===== config.mk =====
export PLATFORM = sky130hd
export DESIGN_NAME = reset_cause_logger
export DESIGN_NICKNAME = d
export VERILOG_FILES = /design/src/reset_cause_pkg.sv /design/src/shadow_store.sv /design/src/reset_cause_logger.sv
export VERILOG_INCLUDE_DIRS = /design/src
export SDC_FILE = /design/constraint.sdc
export NUM_CORES = 1
export LEC_CHECK = 0
export ABC_AREA = 1
export BUFFER_PORTS_ARGS = -buffer_cell sky130_fd_sc_hd__buf_2
export CAP_MARGIN = 20
export CORE_ASPECT_RATIO = 1.2
export CORE_MARGIN = 2
export CORE_UTILIZATION = 49
export CTS_BUF_LIST = sky130_fd_sc_hd__clkbuf_8
export DETAILED_ROUTE_END_ITERATION = 8
export PLACE_DENSITY = 0.74
export SETUP_SLACK_MARGIN = 0.05
export SYNTH_ARGS = -nofsm -noshare
export SYNTH_HDL_FRONTEND = slang
export SYNTH_HIERARCHICAL = 1
export SYNTH_SLANG_ARGS = --single-unit

===== constraint.sdc =====
create_clock -name clk -period 1.5 [get_ports clk]
set_clock_uncertainty 0.1 [all_clocks]
set_input_delay 0.15 -clock clk [delete_from_list [all_inputs] [get_ports clk]]
set_output_delay 0.15 -clock clk [all_outputs]
set_load 0.01 [all_outputs]

===== src/reset_cause_map.svh =====
`ifndef RESET_CAUSE_MAP_SVH
`define RESET_CAUSE_MAP_SVH

// Register offsets on the plain register port
`define OFS_CAUSE_STATUS 4'h0
`define OFS_PROTECT_LO 4'h1
`define OFS_PROTECT_HI 4'h2
`define OFS_PROTECT_CTRL 4'h3

// Field positions in the reset-cause status register
`define BIT_TRAP_CONFLICT 15
`define BIT_ILLEGAL_COND 14
`define BIT_CONFIG_MISMATCH 9
`define BIT_EXTERNAL_PIN 7
`define BIT_SOFTWARE_RESET 6
`define BIT_WATCHDOG_TIMEOUT 4
`define BIT_SLEEP 3
`define BIT_IDLE 2
`define BIT_BROWNOUT 1
`define BIT_POWER_ON 0

// Implemented flag bits; the rest read as zero
`define CAUSE_IMPL_MASK 16'hC2DF
// Flags that power-on and brown-out clear (external pin: power-on only)
`define CAUSE_BROWNOUT_CLEAR_MASK 16'hC25C
`define CAUSE_POR_CLEAR_MASK 16'hC2DC
// Power-on state: power-on and brown-out flags set
`define CAUSE_RESET_VALUE 16'h0003
`define PROTECT_LO_RESET 16'h0000
`define PROTECT_HI_RESET 16'h0000

// Opcode and trap figures
`define ILLEGAL_OPCODE_UPPER 8'h3F
`define HARD_TRAP_LOW 4'hD
`define HARD_TRAP_HIGH 4'hF
`define TRAP_ADDRESS_ERROR 4'hD
`define TRAP_OSC_FAILURE 4'hE
`define TRAP_NONE 4'h0

// Shadow store and working register figures
`define SHADOW_DEPTH 16
`define WREG_COUNT 15

// System reset pulse length in instruction cycles
`define RESET_PULSE_CYCLES 4'h1

`endif


===== src/reset_cause_pkg.sv =====
package reset_cause_pkg;
    typedef logic [15:0] word_t;
    typedef logic [3:0] prio_t;
    typedef logic [3:0] index_t;
endpackage


===== src/shadow_store.sv =====
`timescale 1ns/100ps
`include "reset_cause_map.svh"

module shadow_store
    import reset_cause_pkg::*;
(
    // Clock
    input wire logic clk,
    // Write side
    input wire logic wr_en,
    input wire index_t wr_index,
    input wire word_t wr_data,
    // Read side, data registered
    input wire index_t rd_index,
    output word_t rd_data_q
);

    word_t mem_q [`SHADOW_DEPTH];

    always_ff @(posedge clk) begin
        if (wr_en) begin
            mem_q[wr_index] <= wr_data;
        end
        rd_data_q <= mem_q[rd_index];
    end

endmodule


===== src/reset_cause_logger.sv =====
// Summary of operation
// - Watchdog time-out when awake drives system reset; clock source kept.
// - Watchdog time-out in sleep or idle only wakes the core.
// - Watchdog time-out sets status bit 4.
// - Lower hard trap during higher trap service causes a reset.
// - Hard traps are priorities 13 to 15; address 13, oscillator 14.
// - Trap conflict reset sets status bit 15.
// - Pin-select registers are compared to shadows; mismatch resets.
// - Shadow mismatch reset sets status bit 9.
// - Illegal opcode, uninitialised register or security reset sets bit 14.
// - Fetched opcode with upper byte 3Fh is illegal and resets.
// - Working registers but stack pointer start unset; pointer use resets.
// - Flow change into restricted protected location resets.
// - Program flow: call, jump, return, branch; vector flow: vector load.
// - Watchdog flag clears on power-save, watchdog clear, supply resets.
// - Illegal-condition flag survives resets except power-on and brown-out.
// - Power-on and brown-out both set status bit 1.
// - Software may set and clear every flag by writing.
// - Reset instruction sets bit 6; reset released next cycle, clock kept.
//
// The placing of the registers and the address-and-strobe port were chosen for this implementation.
`timescale 1ns/100ps
`include "reset_cause_map.svh"

module reset_cause_logger
    import reset_cause_pkg::*;
(
    // Clock and power-on reset
    input wire logic clk,
    input wire logic rst,
    // Supply supervisor and pin events
    input wire logic power_on_event,
    input wire logic brownout_event,
    input wire logic external_pin_event,
    // Watchdog and power modes
    input wire logic watchdog_timeout,
    input wire logic sleep_mode,
    input wire logic idle_mode,
    input wire logic power_save_instruction,
    input wire logic power_save_sleep,
    input wire logic watchdog_clear_instruction,
    input wire logic software_reset_instruction,
    // Trap controller
    input wire logic trap_request,
    input wire prio_t trap_priority,
    input wire logic trap_return,
    // Pin-select control registers
    input wire logic pps_write,
    input wire index_t pps_index,
    input wire word_t pps_wdata,
    input wire word_t pps_live_data,
    // Instruction fetch and working registers
    input wire logic fetch_valid,
    input wire logic [7:0] fetch_upper,
    input wire logic wreg_write,
    input wire index_t wreg_write_index,
    input wire logic wreg_pointer_use,
    input wire index_t wreg_pointer_index,
    // Program counter reloads
    input wire logic program_flow_change,
    input wire logic vector_flow_change,
    input wire word_t flow_target,
    // Register port
    input wire index_t reg_addr,
    input wire word_t reg_wdata,
    input wire logic reg_write,
    input wire logic reg_read,
    output word_t reg_rdata_q,
    // To the core
    output logic system_reset_q,
    output logic watchdog_wake_q,
    output index_t pps_scan_index_q
);

    ////////////////////////////////////////////////////////////////////////
    // Helpers

    function automatic logic is_hard_trap(input prio_t p);
        is_hard_trap = (p >= `HARD_TRAP_LOW) && (p <= `HARD_TRAP_HIGH);
    endfunction

    function automatic logic reg_hit(input index_t a, input index_t ofs);
        reg_hit = (a == ofs);
    endfunction

    ////////////////////////////////////////////////////////////////////////
    // State

    word_t cause_q;
    word_t cause_d;
    word_t protect_lo_q;
    word_t protect_hi_q;
    logic protect_en_q;
    prio_t trap_active_q;
    prio_t trap_active_d;
    logic [`WREG_COUNT-1:0] wreg_init_q;
    logic [`SHADOW_DEPTH-1:0] shadow_valid_q;
    word_t live_q;
    index_t cmp_index_q;
    logic cmp_ok_q;
    logic [3:0] pulse_cnt_q;
    logic [3:0] pulse_cnt_d;
    word_t shadow_rd;
    word_t rdata_d;

    ////////////////////////////////////////////////////////////////////////
    // Reset sources

    wire awake = !sleep_mode && !idle_mode;
    wire dog_reset = watchdog_timeout && awake;
    wire dog_wake = watchdog_timeout && !awake;

    // A hard trap that ranks below the hard trap in service
    wire trap_in_hard = is_hard_trap(trap_active_q);
    wire trap_conflict = trap_request && is_hard_trap(trap_priority)
        && trap_in_hard && (trap_priority < trap_active_q);

    // Compare a cycle behind the scan so read data and live data line up
    wire mismatch = cmp_ok_q && shadow_valid_q[cmp_index_q]
        && (shadow_rd != live_q);

    wire illegal_op = fetch_valid
        && (fetch_upper == `ILLEGAL_OPCODE_UPPER);

    // The stack pointer is the top index and is never tracked
    wire ptr_is_wreg = (wreg_pointer_index < index_t'(`WREG_COUNT));
    wire uninit_use = wreg_pointer_use && ptr_is_wreg
        && !wreg_init_q[wreg_pointer_index[3:0]];

    // Entry at the segment base stays legal; the rest is restricted
    wire in_segment = (flow_target > protect_lo_q)
        && (flow_target <= protect_hi_q);
    wire flow_any = program_flow_change || vector_flow_change;
    wire security_hit = protect_en_q && flow_any && in_segment;

    wire illegal_cond = illegal_op || uninit_use || security_hit;

    wire sw_reset = software_reset_instruction;
    wire supply_reset = power_on_event || brownout_event;
    wire any_cause = dog_reset || trap_conflict || mismatch
        || illegal_cond || sw_reset;

    ////////////////////////////////////////////////////////////////////////
    // Register port decode

    wire wr_status = reg_write && reg_hit(reg_addr, `OFS_CAUSE_STATUS);
    wire wr_lo = reg_write && reg_hit(reg_addr, `OFS_PROTECT_LO);
    wire wr_hi = reg_write && reg_hit(reg_addr, `OFS_PROTECT_HI);
    wire wr_ctrl = reg_write && reg_hit(reg_addr, `OFS_PROTECT_CTRL);

    assign rdata_d =
        reg_hit(reg_addr, `OFS_CAUSE_STATUS) ? cause_q :
        reg_hit(reg_addr, `OFS_PROTECT_LO) ? protect_lo_q :
        reg_hit(reg_addr, `OFS_PROTECT_HI) ? protect_hi_q :
        reg_hit(reg_addr, `OFS_PROTECT_CTRL) ? {15'h0000, protect_en_q} :
        16'h0000;

    ////////////////////////////////////////////////////////////////////////
    // Reset-cause flags

    // Events build a set mask; it is ORed last so a set beats any clear
    word_t set_mask;
    word_t clr_mask;
    word_t base;
    always_comb begin
        set_mask = 16'h0000;
        set_mask[`BIT_WATCHDOG_TIMEOUT] = watchdog_timeout;
        set_mask[`BIT_TRAP_CONFLICT] = trap_conflict;
        set_mask[`BIT_CONFIG_MISMATCH] = mismatch;
        set_mask[`BIT_ILLEGAL_COND] = illegal_cond;
        set_mask[`BIT_SOFTWARE_RESET] = sw_reset;
        set_mask[`BIT_EXTERNAL_PIN] = external_pin_event;
        set_mask[`BIT_SLEEP] = power_save_instruction && power_save_sleep;
        set_mask[`BIT_IDLE] = power_save_instruction && !power_save_sleep;
        set_mask[`BIT_BROWNOUT] = supply_reset;
        set_mask[`BIT_POWER_ON] = power_on_event;
        clr_mask = 16'h0000;
        if (power_on_event) begin
            clr_mask = `CAUSE_POR_CLEAR_MASK;
        end else if (brownout_event) begin
            clr_mask = `CAUSE_BROWNOUT_CLEAR_MASK;
        end
        clr_mask[`BIT_WATCHDOG_TIMEOUT] = supply_reset
            || power_save_instruction
            || watchdog_clear_instruction;
        base = wr_status ? reg_wdata : cause_q;
        cause_d = ((base & ~clr_mask) | set_mask) & `CAUSE_IMPL_MASK;
    end

    // Flags change through rst, events and register writes, never system reset
    always_ff @(posedge clk) begin
        if (rst) begin
            cause_q <= `CAUSE_RESET_VALUE;
        end else begin
            cause_q <= cause_d;
        end
    end

    ////////////////////////////////////////////////////////////////////////
    // Protected segment bounds

    always_ff @(posedge clk) begin
        if (rst) begin
            protect_lo_q <= `PROTECT_LO_RESET;
            protect_hi_q <= `PROTECT_HI_RESET;
            protect_en_q <= 1'b0;
        end else begin
            if (wr_lo) begin
                protect_lo_q <= reg_wdata;
            end
            if (wr_hi) begin
                protect_hi_q <= reg_wdata;
            end
            if (wr_ctrl) begin
                protect_en_q <= reg_wdata[0];
            end
        end
    end

    ////////////////////////////////////////////////////////////////////////
    // Hard trap in service

    always_comb begin
        trap_active_d = trap_active_q;
        if (trap_return) begin
            trap_active_d = `TRAP_NONE;
        end
        if (trap_request && !trap_conflict
            && is_hard_trap(trap_priority)
            && trap_priority > trap_active_d) begin
            trap_active_d = trap_priority;
        end
    end

    always_ff @(posedge clk) begin
        if (rst || system_reset_q) begin
            trap_active_q <= `TRAP_NONE;
        end else begin
            trap_active_q <= trap_active_d;
        end
    end

    ////////////////////////////////////////////////////////////////////////
    // Working register initialisation

    // Cleared on every reset; a write in the reset cycle is dropped
    always_ff @(posedge clk) begin
        if (rst || system_reset_q) begin
            wreg_init_q <= '0;
        end else if (wreg_write
            && wreg_write_index < index_t'(`WREG_COUNT)) begin
            wreg_init_q[wreg_write_index] <= 1'b1;
        end
    end

    ////////////////////////////////////////////////////////////////////////
    // Pin-select shadow scan

    shadow_store u_shadow (
        .clk(clk),
        .wr_en(pps_write),
        .wr_index(pps_index),
        .wr_data(pps_wdata),
        .rd_index(pps_scan_index_q),
        .rd_data_q(shadow_rd)
    );

    // A write to the entry under scan skips one compare, since shadow and
    // live copy change on the same edge and could disagree for a cycle
    always_ff @(posedge clk) begin
        if (rst) begin
            pps_scan_index_q <= 4'h0;
            shadow_valid_q <= '0;
            live_q <= 16'h0000;
            cmp_index_q <= 4'h0;
            cmp_ok_q <= 1'b0;
        end else begin
            pps_scan_index_q <= pps_scan_index_q + 4'h1;
            if (pps_write) begin
                shadow_valid_q[pps_index] <= 1'b1;
            end
            live_q <= pps_live_data;
            cmp_index_q <= pps_scan_index_q;
            cmp_ok_q <= !(pps_write && pps_index == pps_scan_index_q);
        end
    end

    ////////////////////////////////////////////////////////////////////////
    // System reset and wake outputs

    // Registered, so the reset lands on the next edge; clock is untouched
    always_comb begin
        pulse_cnt_d = pulse_cnt_q;
        if (any_cause) begin
            pulse_cnt_d = `RESET_PULSE_CYCLES;
        end else if (pulse_cnt_q != 4'h0) begin
            pulse_cnt_d = pulse_cnt_q - 4'h1;
        end
    end

    always_ff @(posedge clk) begin
        if (rst) begin
            pulse_cnt_q <= 4'h0;
            system_reset_q <= 1'b0;
            watchdog_wake_q <= 1'b0;
            reg_rdata_q <= 16'h0000;
        end else begin
            pulse_cnt_q <= pulse_cnt_d;
            system_reset_q <= (pulse_cnt_d != 4'h0);
            watchdog_wake_q <= dog_wake;
            reg_rdata_q <= reg_read ? rdata_d : 16'h0000;
        end
    end

endmodule


* Word level (Yosys, flattened, before mapping)
Memory sizes are Yosys's and may differ from the RTL's. A register that Yosys moved wholly into a read port is not among the register bits.
Cells that the tools add are included.
** Word-level totals
- Output and inout bits :: 22
- Input bits :: 114
- RAM bits :: 256
- Memories :: 1
- Word-level logic and storage cells :: 119
- Flip-flop bits (word level) :: 131
** Cells by class
- Bitwise gates (word level) :: 6
- $add $sub $neg :: 2
- Order comparisons :: 16
- Equal/unequal tests :: 6
- Mux-type cells :: 21
- Reduce and logical (&&, ||, !) cells :: 51
** Memories
- u_shadow.mem_q :: words 16, bits a word 16, rd ports 1, clocked after Yosys merged registers in 1, wr ports 1, RTL line shadow_store.sv:18 : word_t mem_q [`SHADOW_DEPTH];
** Operator list (number)
- $mux 16 :: 6
- $or 16x16->16 :: 2
- $logic_and 1x1->1 :: 29
- $lt 4x5->1 const B :: 4
- $and 16x16->16 :: 1
- $gt 16x16->1 :: 1
- $le 16x16->1 :: 1
- $mux 4 :: 4
- $ne 16x16->1 :: 1
- $not 16->16 :: 1
- $or 15x15->15 :: 1
- $logic_or 1x1->1 :: 11
- $bmux 1 s4 :: 2
- $demux 1 s4 :: 2
- $eq 4x2->1 const B :: 2
- $eq 8x6->1 const B :: 1
- $ge 4x1->1 const B :: 2
- $ge 4x4->1 const B :: 2
- $le 4x4->1 const B :: 2
- $lt 4x4->1 const B :: 2
- $reduce_bool 4->1 :: 2
- $logic_not 1->1 :: 7
- $mux 1 :: 7
- $add 4x1->4 const B :: 1
- other kinds (8) :: 8

* Logic depth before layout (Yosys ltp)
Gate-level depths: netlist of the first run.
- Depth after elaboration :: 11
- Mapped depth :: 16
- Mapped depth without buffers :: 16

* By module
The synthesis of the first run kept the hierarchy.
** Modules (own cells, without submodules)
- shadow_store :: instances 1, sequential area each 8007.7 µm², area each 11379.7 µm², cells each 1076
- reset_cause_logger :: instances 1, sequential area each 2502.4 µm², area each 6303.5 µm², cells each 904

* Least setup slack after synthesis of the first run
Ideal clock, no wire load.
- Path type :: reg-to-reg
- From :: reg protect_hi_q[1]
- To :: reg cause_q[14]
- Data required time :: 1285 ps
- Library setup time :: 115 ps
- Slack :: -82 ps
- Path buffers :: 0
- Arrival :: 1366 ps
- Stages on the path, launching flop included :: 16
- Clock period less this slack :: 1582 ps
- Path through :: dfxtp_1 inv_1 ha_1 inv_1 o21bai_1 nand2_1 nand2_1 nand2_1 nand2_1 nand2_1 nand2_1 nand2_1 nand2_1 nand2_1 o21ai_0 inv_1
** On the way
- Longest elaborated chain between the ends :: 5
** Ends and longest elaborated chain
- from (decl) :: RTL line reset_cause_logger.sv:92 : word_t protect_hi_q;
- from (signal assigned) :: RTL line reset_cause_logger.sv:205 : protect_hi_q <= `PROTECT_HI_RESET;
- from (signal assigned) :: RTL line reset_cause_logger.sv:212 : protect_hi_q <= reg_wdata;
- $le 16x16->1 :: RTL line reset_cause_logger.sv:132 : && (flow_target <= protect_hi_q);
- $logic_and 1x1->1 :: RTL line reset_cause_logger.sv:132
- $logic_and 1x1->1 :: RTL line reset_cause_logger.sv:134 : wire security_hit = protect_en_q && flow_any && in_segment;
- $logic_or 1x1->1 :: RTL line reset_cause_logger.sv:136 : wire illegal_cond = illegal_op || uninit_use || security_hit;
- $or 16x16->16 :: RTL line reset_cause_logger.sv:187 : cause_d = ((base & ~clr_mask) | set_mask) & `CAUSE_IMPL_MASK;
- to (signal assigned) :: RTL line reset_cause_logger.sv:193 : cause_q <= `CAUSE_RESET_VALUE;
- to (signal assigned) :: RTL line reset_cause_logger.sv:195 : cause_q <= cause_d;
- to (decl) :: RTL line reset_cause_logger.sv:89 : word_t cause_q;
Every way passes these cells.
A chain may end at the register's enable or synchronous reset.

* Final worst setup path of the first run
- From :: reg protect_hi_q[13]
- To :: reg pulse_cnt_q[1]
** On the way
- Longest elaborated chain between the ends :: 7
** Ends and longest elaborated chain
- $le 16x16->1 :: RTL line reset_cause_logger.sv:132
- $logic_and 1x1->1 :: RTL line reset_cause_logger.sv:132
- $logic_and 1x1->1 :: RTL line reset_cause_logger.sv:134
- $logic_or 1x1->1 :: RTL line reset_cause_logger.sv:136
- $logic_or 1x1->1 (2 in a row) :: RTL line reset_cause_logger.sv:141 : || illegal_cond || sw_reset;
- $mux 4 :: RTL line reset_cause_logger.sv:294 : if (any_cause) begin
- to (signal assigned) :: RTL line reset_cause_logger.sv:308 : pulse_cnt_q <= pulse_cnt_d;
- to (decl) :: RTL line reset_cause_logger.sv:101 : logic [3:0] pulse_cnt_q;
Every way passes these cells.

==> flow_results.org, run 1 <==
** Clocking
- H-tree lvl count :: 2
- Total CTS buffers :: 60
- The tree built by TritonCTS fans out to 397 sinks.
- Max Buffers Root-to-Sink :: 3
- The clock reaches the later pin of the worst-skew pair after 0.65 ns.
- TritonCTS clock tree :: built
- Clock-pin transition on the worst setup and hold timing paths :: 0.07 ns
- The tree is rooted in a sky130_fd_sc_hd__clkbuf_8.

** Global routing
- Total global routing track utilization :: 26.1%
- The number of antenna violations at the first check in global routing came to 2.
- The first global-routing pass estimated 75.6 mm of wire.
- Maximum number of pins on one net before global-route repair :: 43
- Summed over all layers, the global routing overflow is 0.
- Via count of the first global-routing pass :: 14600

** Floorplan
- Placeable core region :: 35800 µm²
- Starting Density :: 49.5%
- Area enclosed by the die boundary :: 37600 µm²
- The floorplan has 76 rows.
- 136 I/O pins were placed.
- From left edge to right edge, the die measures 177 µm.
- Measured along the y axis, the die boundary spans 212 µm.

** Cells and area
- The finished cells cover 24400 µm².
- Share of cells above drive strength 1 :: 29.3%
- Most used cells in the layout excluding fill and tap cells :: 441 x sky130_fd_sc_hd__nand2_1, 364 x sky130_fd_sc_hd__inv_1, 256 x sky130_fd_sc_hd__edfxtp_1
- Most common library cell in the layout ignoring fill and taps :: sky130_fd_sc_hd__nand2_1
- Number of standard cells in the layout, taps in and fillers out :: roughly 2900
- Area growth from synthesis to final layout :: 38.2%
- NumNets Final :: 2510

** Outcome
- Result of the run :: finished with violations
- Failing checks :: negative hold slack, negative setup slack

** Power
- Dividing total power by cell area gives a power density of 1020 nW/µm².
- Combinational logic burns between 10 and 15% of the power.
- Switching fraction of total power :: 26.3%
- IR analysis of the VDD net gives a maximum drop of approximately 0.00062 V.
- Seq pwr share :: 48.3%
- Total power :: 25.0 mW
- Net switching power :: ~6.6 mW
- Power share of the clock group :: 36.8%
- For this design the static power due to leakage is 10.8 nW.
- Internal power consumption :: about 18 mW

** Worst setup path
- Arrival @ worst endpoint :: around 2.3 ns
- Among cell families on the critical path, the largest total delay comes from simple AND/OR/NAND/NOR gates.
- Data required, critical path :: slightly below 2 ns
- Most repeated library cell on the critical path :: sky130_fd_sc_hd__nand2_1
- Slowest cell on the critical path :: sky130_fd_sc_hd__dfxtp_2
- Startpoint class of the critical path :: flop
- Maximum single-stage delay on the critical path :: around 0.33 ns
- Setup Crit Path Kind :: flop to flop
- Worst-path fanout max :: 2
- The number of buffers and inverters on the critical path is 1.
- Traced cell by cell, the critical path runs through inv_2 > ha_4 > nand4_1 > a21oi_2 > nor2_2 > nand2_1 > nand2_1 > nand2_2 > nand2_2 > nor2_2 > nand2_1 > nor2_1.
- CP endpoint kind :: flop
- Setup slack on the worst reg-to-reg path comes out at -0.36 ns.

** Logic synthesis
- After synthesis, flip-flops and latches occupy 59.4% of the total area.
- Synthesized area per cell :: 8.93 µm²
- Synthesis inferred 397 register bits.
- Counting flops with a built-in enable in the synthesized netlist gives about 260.
- Area fraction in and, or, nand and nor cells after synthesis :: about a fifth
- Commonest register cell after synthesis :: sky130_fd_sc_hd__edfxtp_1
- Share of synthesized flip-flops with an asynchronous set or reset :: 0%
- Synthesized cell area :: 17700 µm²
- Dominant combinational cell family by area after synthesis :: simple AND/OR/NAND/NOR gates
- Fraction of the mapped netlist area in adder cells :: 2.90%
- Number of nets produced by synthesis :: approximately 2100
- Summing the areas of all compound-gate instances in the mapped netlist gives about 5.7% of the synthesized area.
- Measured against the total synthesized area, the mux share comes to 0%.
- Synthesized-area fraction occupied by xor and xnor cells :: less than 1%
- Number of standard cells after synthesis :: 1980
- During synthesis, Yosys emitted a total of 6 warnings.
- The number of different library cells used by synthesis comes to 41.

** Detailed routing
- Mean number of vias per cell :: 5.39
- Dividing the detail-routed wire length by the instance count gives 19.5 µm.
- In the routed design, unresolved DRC markers number 0.
- The routed design has 56.2 mm of wire.
- In this run the remaining antenna-violating nets after routing total 0.
- Before antenna repair, the detailed router went through 6 iterations.
- For this block, the initial DRC count from the detailed router was 1511.
- The routed layout has 15500 vias.

** Timing
- Adding up every negative setup slack in the final design gives -3.83 ns.
- Max-slew violation total from the final report :: 0
- F_max :: around 0.54 GHz
- Final setup slack of the worst path :: -0.359 ns
- Setup violations remaining at the end of the flow were counted as 29.
- At the pin with the least slew margin, the transition time is 0.903 ns.
- On the final layout, the worst hold slack is -0.0141 ns.
- Final worst path period need :: 1.86 ns
- The number of hold violations in the final report was 1.
- Period utilisation layout :: 124%
- Headroom to the max-slew limit :: 39.6%
- Setup repair after global routing could not meet its margin everywhere.

** Place
- Routability-driven placement finished with a final weighted congestion of approximately 0.93.
- The HPWL after detailed placement is 29.4 mm.
- Buffers placed on the I/O ports in this run total between 100 and 150.
- Number of placed instances, taps included :: 2613
- Before CTS, the worst setup slack after placement is -0.455 ns.
- The placed instances occupy a cell area of ~20000 µm².

** Flow run
- Max cap viols :: 0

** Worst hold path
- The path class of the tightest hold or removal check is input port to flop.
## cell type report
cell class                 instances  area (µm²)
clock inverter                    44         299
fill                            2441       11300
antenna                            3        7.51
multi-input combinational       1133        6710
timing repair inverter             2        27.5
inverter                         377        1470
clock buffer                      69         950
sequential                       397       10500
timing repair buffer             384        3840
tap                              468         586
## cell usage after synthesis (8+ instances only)
library cell	n	area [µm²]
sky130_fd_sc_hd__o21ai_0	39	195
sky130_fd_sc_hd__nand2_1	529	1990
sky130_fd_sc_hd__buf_2	29	145
sky130_fd_sc_hd__nand3_1	241	1210
sky130_fd_sc_hd__edfxtp_1	256	7690
sky130_fd_sc_hd__dfxtp_1	141	2820
sky130_fd_sc_hd__inv_1	368	1380
sky130_fd_sc_hd__nor2_1	109	409
sky130_fd_sc_hd__buf_4	16	120
sky130_fd_sc_hd__o221ai_1	8	70.1
sky130_fd_sc_hd__a21oi_1	99	495
sky130_fd_sc_hd__nor3_1	8	40.0
sky130_fd_sc_hd__nand4_1	8	50.1
sky130_fd_sc_hd__o21ai_1	18	90.1
sky130_fd_sc_hd__clkbuf_1	19	71.3
sky130_fd_sc_hd__ha_1	41	513
## tightest hold or removal path: cells and delay by family
kind                       cells  cell delay (ns)
AOI/OAI and AO/OA              2             0.10
buffers and inverters          1             0.12
adders and majority gates      1             0.17
and+or+nand+nor                1             0.11
## final timing paths
kind,depth (start not counted),start,endpoint
worst max-delay path,12,protect_hi_q[13],pulse_cnt_q[1]
worst min-delay path,5,trap_priority[3],cause_q[15]
worst max register to register,12,protect_hi_q[13],pulse_cnt_q[1]
worst min register to register,2,shadow_valid_q[11],shadow_valid_q[11]
## cells by family after synthesis
kind of cell | after synthesis
flops | 397
fa+ha+maj | 41
xor+xnor | 3
compound gates | 185
simple gates | 904
buf+inv | 450
## sequential cells by signal, summed over array words and instances, names as in the netlist
name / count
trap_active_q: 4
wreg_init_q: 15
cmp_index_q: 4
protect_hi_q: 16
live_q: 16
reg_rdata_q: 16
pulse_cnt_q: 4
shadow_valid_q: 16
protect_en_q: 1
protect_lo_q: 16
watchdog_wake_q: 1
cmp_ok_q: 1
u_shadow/mem_q: 256
pps_scan_index_q: 4
u_shadow/rd_data_q: 16
system_reset_q: 1
cause_q: 10
## power groups by stage
stage,clock (mW),combinational [mW],sequential (mW)
floorplan,0,1.43,12.3
global placement,0,2.37,12.3
detailed placement,0,2.44,12.3
CTS,9.21,2.95,12.1
global route,9.75,3.96,12.1
finish,9.21,3.73,12.1
## layer usage
metal / wire [µm] / global-route usage [%]
met3: 5210 / 4.31
met5: 0 / 0
met1: 19800 / 29.9
met4: 3310 / 13.4
met2: 27900 / 46.8
## metrics by stage
step / hold WS [ns] / util (%)
6_report: -0.0141 / 68.3
2_1_floorplan: 0.146 / -
4_1_cts: -0.00162 / 63.8
3_3_place_gp: 0.255 / 55.7
3_5_place_dp: 0.260 / 55.7
5_1_grt: 0.00904 / 68.3
## timing repair
action	4_1_cts	5_1_grt
setup endpoints to repair	21	50
cloned	7	24
hold buffers	98	4
pin swaps	40	100
resized for setup	92	272
setup buffers	14	7
endpoints found under the hold margin	367	15
Power figures use the tool's default switching activity.
==> run 2: changes to the inputs <==
BUFFER_PORTS_ARGS = default   (was -buffer_cell sky130_fd_sc_hd__buf_2)
CORE_MARGIN = 1   (was 2)
DONT_BUFFER_PORTS = 1   (was default)
PLACE_DENSITY = 0.7   (was 0.74)
REMOVE_ABC_BUFFERS = 1   (was default)
==> run 2 against run 1 <==
Compared with the run above:
- the run still ends with negative hold slack, negative setup slack left
- via count decreased by 5.5%
- largest cell class unchanged
- clock-buffer cell count shrank 6
- critical endpoint is now pulse_cnt_q[3]
- register-to-register slack gained 0.02 ns
- critical path type unchanged
==> flow_results.org, run 2 (same netlist as run 1, synthesis figures left out) <==
** Worst setup path
- Data required, critical path :: 1.93 ns
- Reg-to-reg endpoint :: pulse_cnt_q[3]
- Setup Crit Path Kind :: flop to flop
- The worst setup path is launched from a flop.
- The startpoint identified for the worst register-to-register timing path is protect_hi_q[13].
- In this run the worst path has a maximum fanout of 2.
- Arrival @ worst endpoint :: roughly 2.3 ns
- Number of cells traversed by the worst register-to-register path :: 12
- CP endpoint kind :: flop
- In this run the register-to-register setup slack is -0.34 ns.

** Place
- Input and output buffers added on the ports amount to 0.
- Setup Slack @ Placement :: -0.326 ns
- Summed over all nets, the half-perimeter wirelength after detailed placement is 27.9 mm.
- Placer congestion estimate :: 0.898

** Clocking
- TritonCTS created 61 clock buffers.
- H-tree lvl count :: 2
- Clock latency of the later-clocked register in the worst-skew pair :: 0.64 ns
- The clock passes through at most 3 buffers.
- The tree built by TritonCTS fans out to 397 sinks.
- Clock-pin transition on the worst setup and hold timing paths :: ~0.060 ns
- Root cell of the clock tree :: sky130_fd_sc_hd__clkbuf_8
- TritonCTS clock tree :: built

** Worst hold path
- Worst-case hold path end point :: shadow_valid_q[4]
- Hold crit path type :: input port to flop
- Min-delay src :: pps_write
- The worst hold path passes through 3 cells.

** Detailed routing
- Using the TritonRoute via totals, the vias-per-cell ratio works out to 5.35.
- Via count :: approximately 15000
- Residual DRC count :: 0
- Routed WL per cell :: 19.0 µm
- Number of detailed-routing iterations run before antenna repair :: 5
- After the first detailed-routing iteration, the DRC count stood at 1387.
- In this run the remaining antenna-violating nets after routing total 0.
- Final wirelength :: between 50 and 60 mm

** Power
- Areal power density over the cells :: 1050 nW/µm²
- Of the total power, registers draw 50.1%.
- The clock network accounts for 36.9% of the total power.
- Switching fraction of total power :: 25.9%
- The analysis attributes to cell leakage a power of 9.98 nW.
- Internal power comes to 17.9 mW.
- For this design the total switching power over the nets is 6.26 mW.
- Across the VDD grid, the largest voltage drop is 0.000876 V.
- Combinational share of power :: 13.0%

** Cells and area
- The post-route netlist has ~20% of its cells at a drive strength greater than 1.
- Most common library cell in the layout ignoring fill and taps :: sky130_fd_sc_hd__nand2_1
- The net count of the finished layout is 2373.
- The area growth from synthesis to layout is 29.6%.
- The filler cells instantiated in the layout total 2626.
- The library cells used most frequently in the layout, excluding fill and tap cells, are 469 x sky130_fd_sc_hd__nand2_1, 382 x sky130_fd_sc_hd__inv_1, 256 x sky130_fd_sc_hd__edfxtp_1.
- The register with the most flip-flops in the layout has 256 of them.
- u_shadow/mem_q holds more flip-flops than any other register.

** Floorplan
- Area enclosed by the die boundary :: 36900 µm²
- Starting Density :: 50.1%
- Die Wd :: 175 µm
- The core region is roughly 35000 µm².
- The die is 210 µm tall.
- Standard-cell rows :: 75
- about 140 I/O pins were placed.

** Timing
- Final hold slack :: -0.0184 ns
- Final worst path period need :: approximately 1.8 ns
- Period utilisation layout :: 122%
- F_max :: approximately 0.54 GHz
- Final Hold Fails :: 2
- Once routing completed, OpenROAD measured the worst setup slack at -0.335 ns.
- Transition time of the tightest slew-check pin :: around 0.63 ns
- In this run the tightest slew margin relative to its limit is 58.2%.
- Max-slew violation total from the final report :: 0
- Setup repair after global routing could not meet its margin everywhere.
- Setup violations remaining at the end of the flow were counted as 12.

** Global routing
- The number of antenna violations at the first check in global routing came to 2.
- The total overflow left after global routing is 0.
- The via count of the first global-routing pass is around 14000.
- Entering global routing, the biggest net connects 55 pins.
- The first global-routing pass estimated 72.4 mm of wire.
- Across every metal layer, demand over resource in global routing totals 25.6%.

** Outcome
- Result of the run :: finished with violations
- Failing checks :: negative hold slack, negative setup slack

** Flow run
- Max cap viols :: 0
==> run 2: changes by cell type in the layout (fill, tap and decap cells not counted), sizes merged <==
cell | previous run | this run
buf | 269 | 131
clkbuf | 83 | 76
dlymetal6s4s | 2 | 8
dlygate4sd3 | 96 | 92
inv | 393 | 397
clkinvlp | 1 | 3
bufbuf | 3 | 4
==> run 2: power groups by stage <==
stage	logic, mW	registers [mW]	clock network, mW
2_1_floorplan	1.20	12.4	0
3_3_place_gp	1.96	12.3	0
3_5_place_dp	2.00	12.3	0
4_1_cts	2.56	12.1	9.00
5_1_grt	3.38	12.1	9.48
6_report	3.15	12.1	8.90
==> run 2: worst max path at each step <==
stage                              startpoint                      to  depth (start not counted)
final                        protect_hi_q[13]          pulse_cnt_q[3]                         12
after global routing         protect_hi_q[13]          pulse_cnt_q[1]                         12
after CTS                     protect_lo_q[5]          pulse_cnt_q[1]                         12
after detailed placement     protect_lo_q[13]             cause_q[14]                         11
after global placement        protect_hi_q[1]             cause_q[14]                         15
after floorplan           pps_scan_index_q[0]  u_shadow/rd_data_q[10]                          7
==> run 2: routing by layer <==
layer,up-vias,routed length (µm),GRT usage [%]
met5,-,16,0
met4,2,2510,12.0
met3,165,4440,5.14
met2,732,25800,45.4
met1,6902,19200,29.5
li1,6842,-,-
==> run 2: critical path, cell delays in order (launching register included) <==
cell and delay (ns):
sky130_fd_sc_hd__dfxtp_1 0.33, sky130_fd_sc_hd__inv_1 0.07, sky130_fd_sc_hd__ha_1 0.31, sky130_fd_sc_hd__a21oi_1 0.23
sky130_fd_sc_hd__o21ai_0 0.12, sky130_fd_sc_hd__nor2_1 0.13, sky130_fd_sc_hd__nand2_1 0.06, sky130_fd_sc_hd__nand2_1 0.06
sky130_fd_sc_hd__nand2_2 0.07, sky130_fd_sc_hd__nand2_2 0.08, sky130_fd_sc_hd__nor2_2 0.04, sky130_fd_sc_hd__nand2_1 0.07
sky130_fd_sc_hd__nor2_1 0.05
==> run 2: layout make-up <==
cell class / instances / area (µm²) / area share [%]
well taps: 462 / 578 / 2.52
inverters: 377 / 1440 / 6.27
clock inverters: 52 / 329 / 1.44
flip-flops and latches: 397 / 10600 / 46.0
multi-input cells: 1133 / 6160 / 26.9
diodes: 3 / 7.51 / 0.0328
repair buffers: 248 / 3000 / 13.1
clock buffers: 63 / 867 / 3.78
==> run 2: what timing repair did <==
item / CTS / global route
resized for setup: 68 / 197
setup buffers: 9 / 11
cloned: 6 / 22
setup endpoints to repair: 16 / 63
hold buffers: 98 / 3
pin swaps: 20 / 86
hold endpoints to repair: 468 / 4
==> run 2: metrics by stage <==
step / area [µm²] / std cells / TNS [ns] / utilization [%] / total power, mW
2_1_floorplan: 17300 / 1907 / -70.82 / - / 13.6
3_3_place_gp: 18900 / 2469 / -1.97 / 53.6 / 14.3
3_5_place_dp: 18900 / 2469 / -2.55 / 53.6 / 14.3
4_1_cts: 21600 / 2697 / -1.98 / 61.3 / 23.6
5_1_grt: 22900 / 2733 / -3.64 / 64.9 / 25.0
6_report: 22900 / 2735 / -2.47 / 65.0 / 24.1
==> run 3: changes to the inputs <==
CORE_ASPECT_RATIO = default   (was 1.2)
SLEW_MARGIN = 20   (was default)
==> run 3 against run 2 <==
Compared with the run above:
- the flow still finishes with violations (negative hold slack, negative setup slack)
- wire length down 9.5%
- register-to-register slack about the same
- via count down 4.3%
- combinational power down 17%
- global-route usage down 1.2 points
- highest routed layer is now met4
- non-clock buffer count down 43
- die area about the same
- maximum frequency up 0.38%
- final area down 4.7%
- final cell count down 1.5%
==> flow_results.org, run 3 (same netlist as run 1, synthesis figures left out) <==
** Worst setup path
- The worst register-to-register path begins at protect_lo_q[9].
- Slowest cell on the critical path :: sky130_fd_sc_hd__dfxtp_1
- CP endpoint kind :: flop
- On the worst path, the slowest cell contributes a delay of roughly 0.32 ns.
- Cell breakdown of the critical path :: inv_1 > ha_1 > nand2_1 > nand2_1 > nand3_1 > nand2_1 > a21oi_1 > a21oi_2 > nand2_2 > nand2_2 > nor2_2 > nand2_1 > nor2_1
- The most numerous cell type found on the critical path is sky130_fd_sc_hd__nand2_1.
- Along the worst path, the maximum fanout reaches 2.
- Setup Crit Path Kind :: flop to flop
- The endpoint identified for the worst register-to-register timing path is pulse_cnt_q[3].
- Number of cells traversed by the worst register-to-register path :: 13
- STA puts the critical path data arrival time at 2.28 ns.
- Data on the critical path is required at its endpoint by 1.95 ns.
- The setup check on the worst reg-to-reg path leaves a slack of -0.33 ns.
- The worst setup path is launched from a flop.

** Global routing
- The number of antenna violations at the first check in global routing was 0.
- In the global route stage, overall resource usage came out at roughly a quarter.
- Wire length of the first global-routing pass :: 68.7 mm
- Via count of the first global-routing pass :: 13200
- Maximum number of pins on one net before global-route repair :: 54
- The total overflow left after global routing is 0.

** Clocking
- Number of sinks on the clock net :: 397
- H-tree lvl count :: 3
- TritonCTS clock tree :: built
- Clock-pin slew was measured on the worst setup and hold paths at 0.06 ns.
- The root buffer cell chosen for the clock tree is sky130_fd_sc_hd__clkbuf_8.
- The clock reaches the later pin of the worst-skew pair after 0.62 ns.
- Buffers inserted during clock tree synthesis total 68.
- Max Buffers Root-to-Sink :: 3

** Timing
- F_max :: ~0.55 GHz
- Final hold slack :: -0.140 ns
- In the post-route analysis, the smallest setup slack over all paths is -0.328 ns.
- The number of hold violations in the final report is 31.
- RSZ-0062 raised after global routing :: yes
- Total of endpoints with negative setup slack in the final report :: 21
- Period utilisation layout :: 122%
- Measured against its own limit, the worst slew margin works out to 57.9%.
- Max-slew violation total from the final report :: 0
- Final worst path period need :: 1.83 ns
- At the pin with the least slew margin, the transition time is 0.629 ns.

** Cells and area
- Leaving out fill and tap cells, the most frequent cell in the layout is sky130_fd_sc_hd__nand2_1.
- 0 antenna diodes ended up in the layout.
- The register with the most flip-flops in the layout has about 260 of them.
- Largest reg by FF count :: u_shadow/mem_q
- In the final layout, the share of cells above drive strength 1 is 13.9%.
- Most used cells in the layout excluding fill and tap cells :: 512 x sky130_fd_sc_hd__nand2_1, 389 x sky130_fd_sc_hd__inv_1, 256 x sky130_fd_sc_hd__edfxtp_1
- The finished cells cover 21900 µm².
- Relative to the synthesized area, the layout overhead comes to 23.6%.
- After the last flow step, the layout net total stands at 2337.

** Place
- Post-detailed-placement half-perimeter wirelength :: between 20 and 30 mm
- The placed instances occupy a cell area of 18800 µm².
- Placer congestion estimate :: 0.887
- Port Buf Inserts :: 0
- Setup Slack @ Placement :: -0.376 ns

** Outcome
- The checks that failed: negative hold slack, negative setup slack.
- Result of the run :: finished with violations

** Detailed routing
- Final wirelength :: 47.1 mm
- The count of nets left with antenna violations once routing finished came out at 0.
- After the first detailed-routing iteration, the DRC count stood at 1119.
- Via count :: 14000
- The first detailed-routing pass took 7 iterations.
- In the final routed layout, each cell accounts on average for 17.5 µm.
- For this run, design rule violations remaining after detail routing come to 0.
- Dividing the detail-routed via count by the number of cells gives 5.20.

** Worst hold path
- In this run the worst hold path is classified as input port to flop.
- Min-delay src :: reg_addr[3]
- The path with the worst hold slack has its endpoint at reg_rdata_q[13].
- Number of cells on the worst hold path :: 4

** Floorplan
- The floorplan has 69 rows.
- Placeable core region :: 35600 µm²
- Starting Density :: 49.7%
- In this run the horizontal extent of the chip is 192 µm.
- Measured along the y axis, the die boundary spans 192 µm.
- Area enclosed by the die boundary :: about 37000 µm²
- Total I/O pin count :: 136

** Power
- Areal power density over the cells :: 1090 nW/µm²
- In this run the static leakage power is 9.49 nW.
- VDD sags by at most ~0.00089 V.

** Flow run
- Across the run, the number of max-cap violations was 0.
-- run 3: metrics by stage --
stage,cells,total power [mW],TNS (ns),util [%]
floorplan,1907,13.6,-70.82,-
global placement,2454,14.2,-2.31,52.9
detailed placement,2454,14.3,-2.88,52.9
CTS,2677,23.8,-3.43,60.0
global route,2694,24.8,-5.91,61.4
finish,2694,23.8,-4.45,61.4
-- run 3: timing repair --
| item | CTS | global route |
|---|---|---|
| endpoints found under the hold margin | 458 | 29 |
| endpoints found under the setup margin | 17 | 53 |
| buffers inserted | 5 | 1 |
| hold buffers | 94 | 7 |
| gates cloned | 3 | 10 |
| gates resized for setup | 48 | 75 |
| pin swaps | 12 | 33 |
-- run 3: power breakdown --
part / switching (mW) / internal [mW] / total, mW
logic: 1.56 / 1.05 / 2.61
clock network: 4.34 / 4.80 / 9.14
registers: 0.138 / 11.9 / 12.1
total: 6.04 / 17.8 / 23.8
-- run 3: worst max-delay path: cells and delay by family, from the launching register on --
family / cells / cell delay [ns]
AOI/OAI and AO/OA: 2 / 0.32
and+or+nand+nor: 9 / 0.67
buffers and inverters: 1 / 0.06
DFF: 1 / 0.32
adders and majority gates: 1 / 0.29
-- run 3: final cells by class --
cell class	count	area (µm²)
clock buffer	75	1030
clock inverter	46	240
fill	2823	13700
inverter	377	1430
multi-input combinational	1133	5670
sequential	397	10500
tap	461	577
timing repair buffer	205	2360
-- run 3: worst max path at each step --
stage | endpoint | slack [ns] | start
floorplan | u_shadow/rd_data_q[10] | -3.31 | pps_scan_index_q[0]
global placement | system_reset_q | -0.33 | trap_active_q[1]
detailed placement | system_reset_q | -0.38 | trap_active_q[1]
CTS | pulse_cnt_q[1] | -0.32 | protect_hi_q[1]
global route | pulse_cnt_q[3] | -0.43 | protect_lo_q[7]
finish | pulse_cnt_q[3] | -0.33 | protect_lo_q[9]
-- run 3: per-layer routing --
metal	vias to the layer above	global-route usage, %	routed length [µm]
met1	6518	29.5	18500
met4	0	9.72	1300
met5	-	0	0
met2	619	42.5	23300
met3	109	4.99	3960
li1	6762	-	-
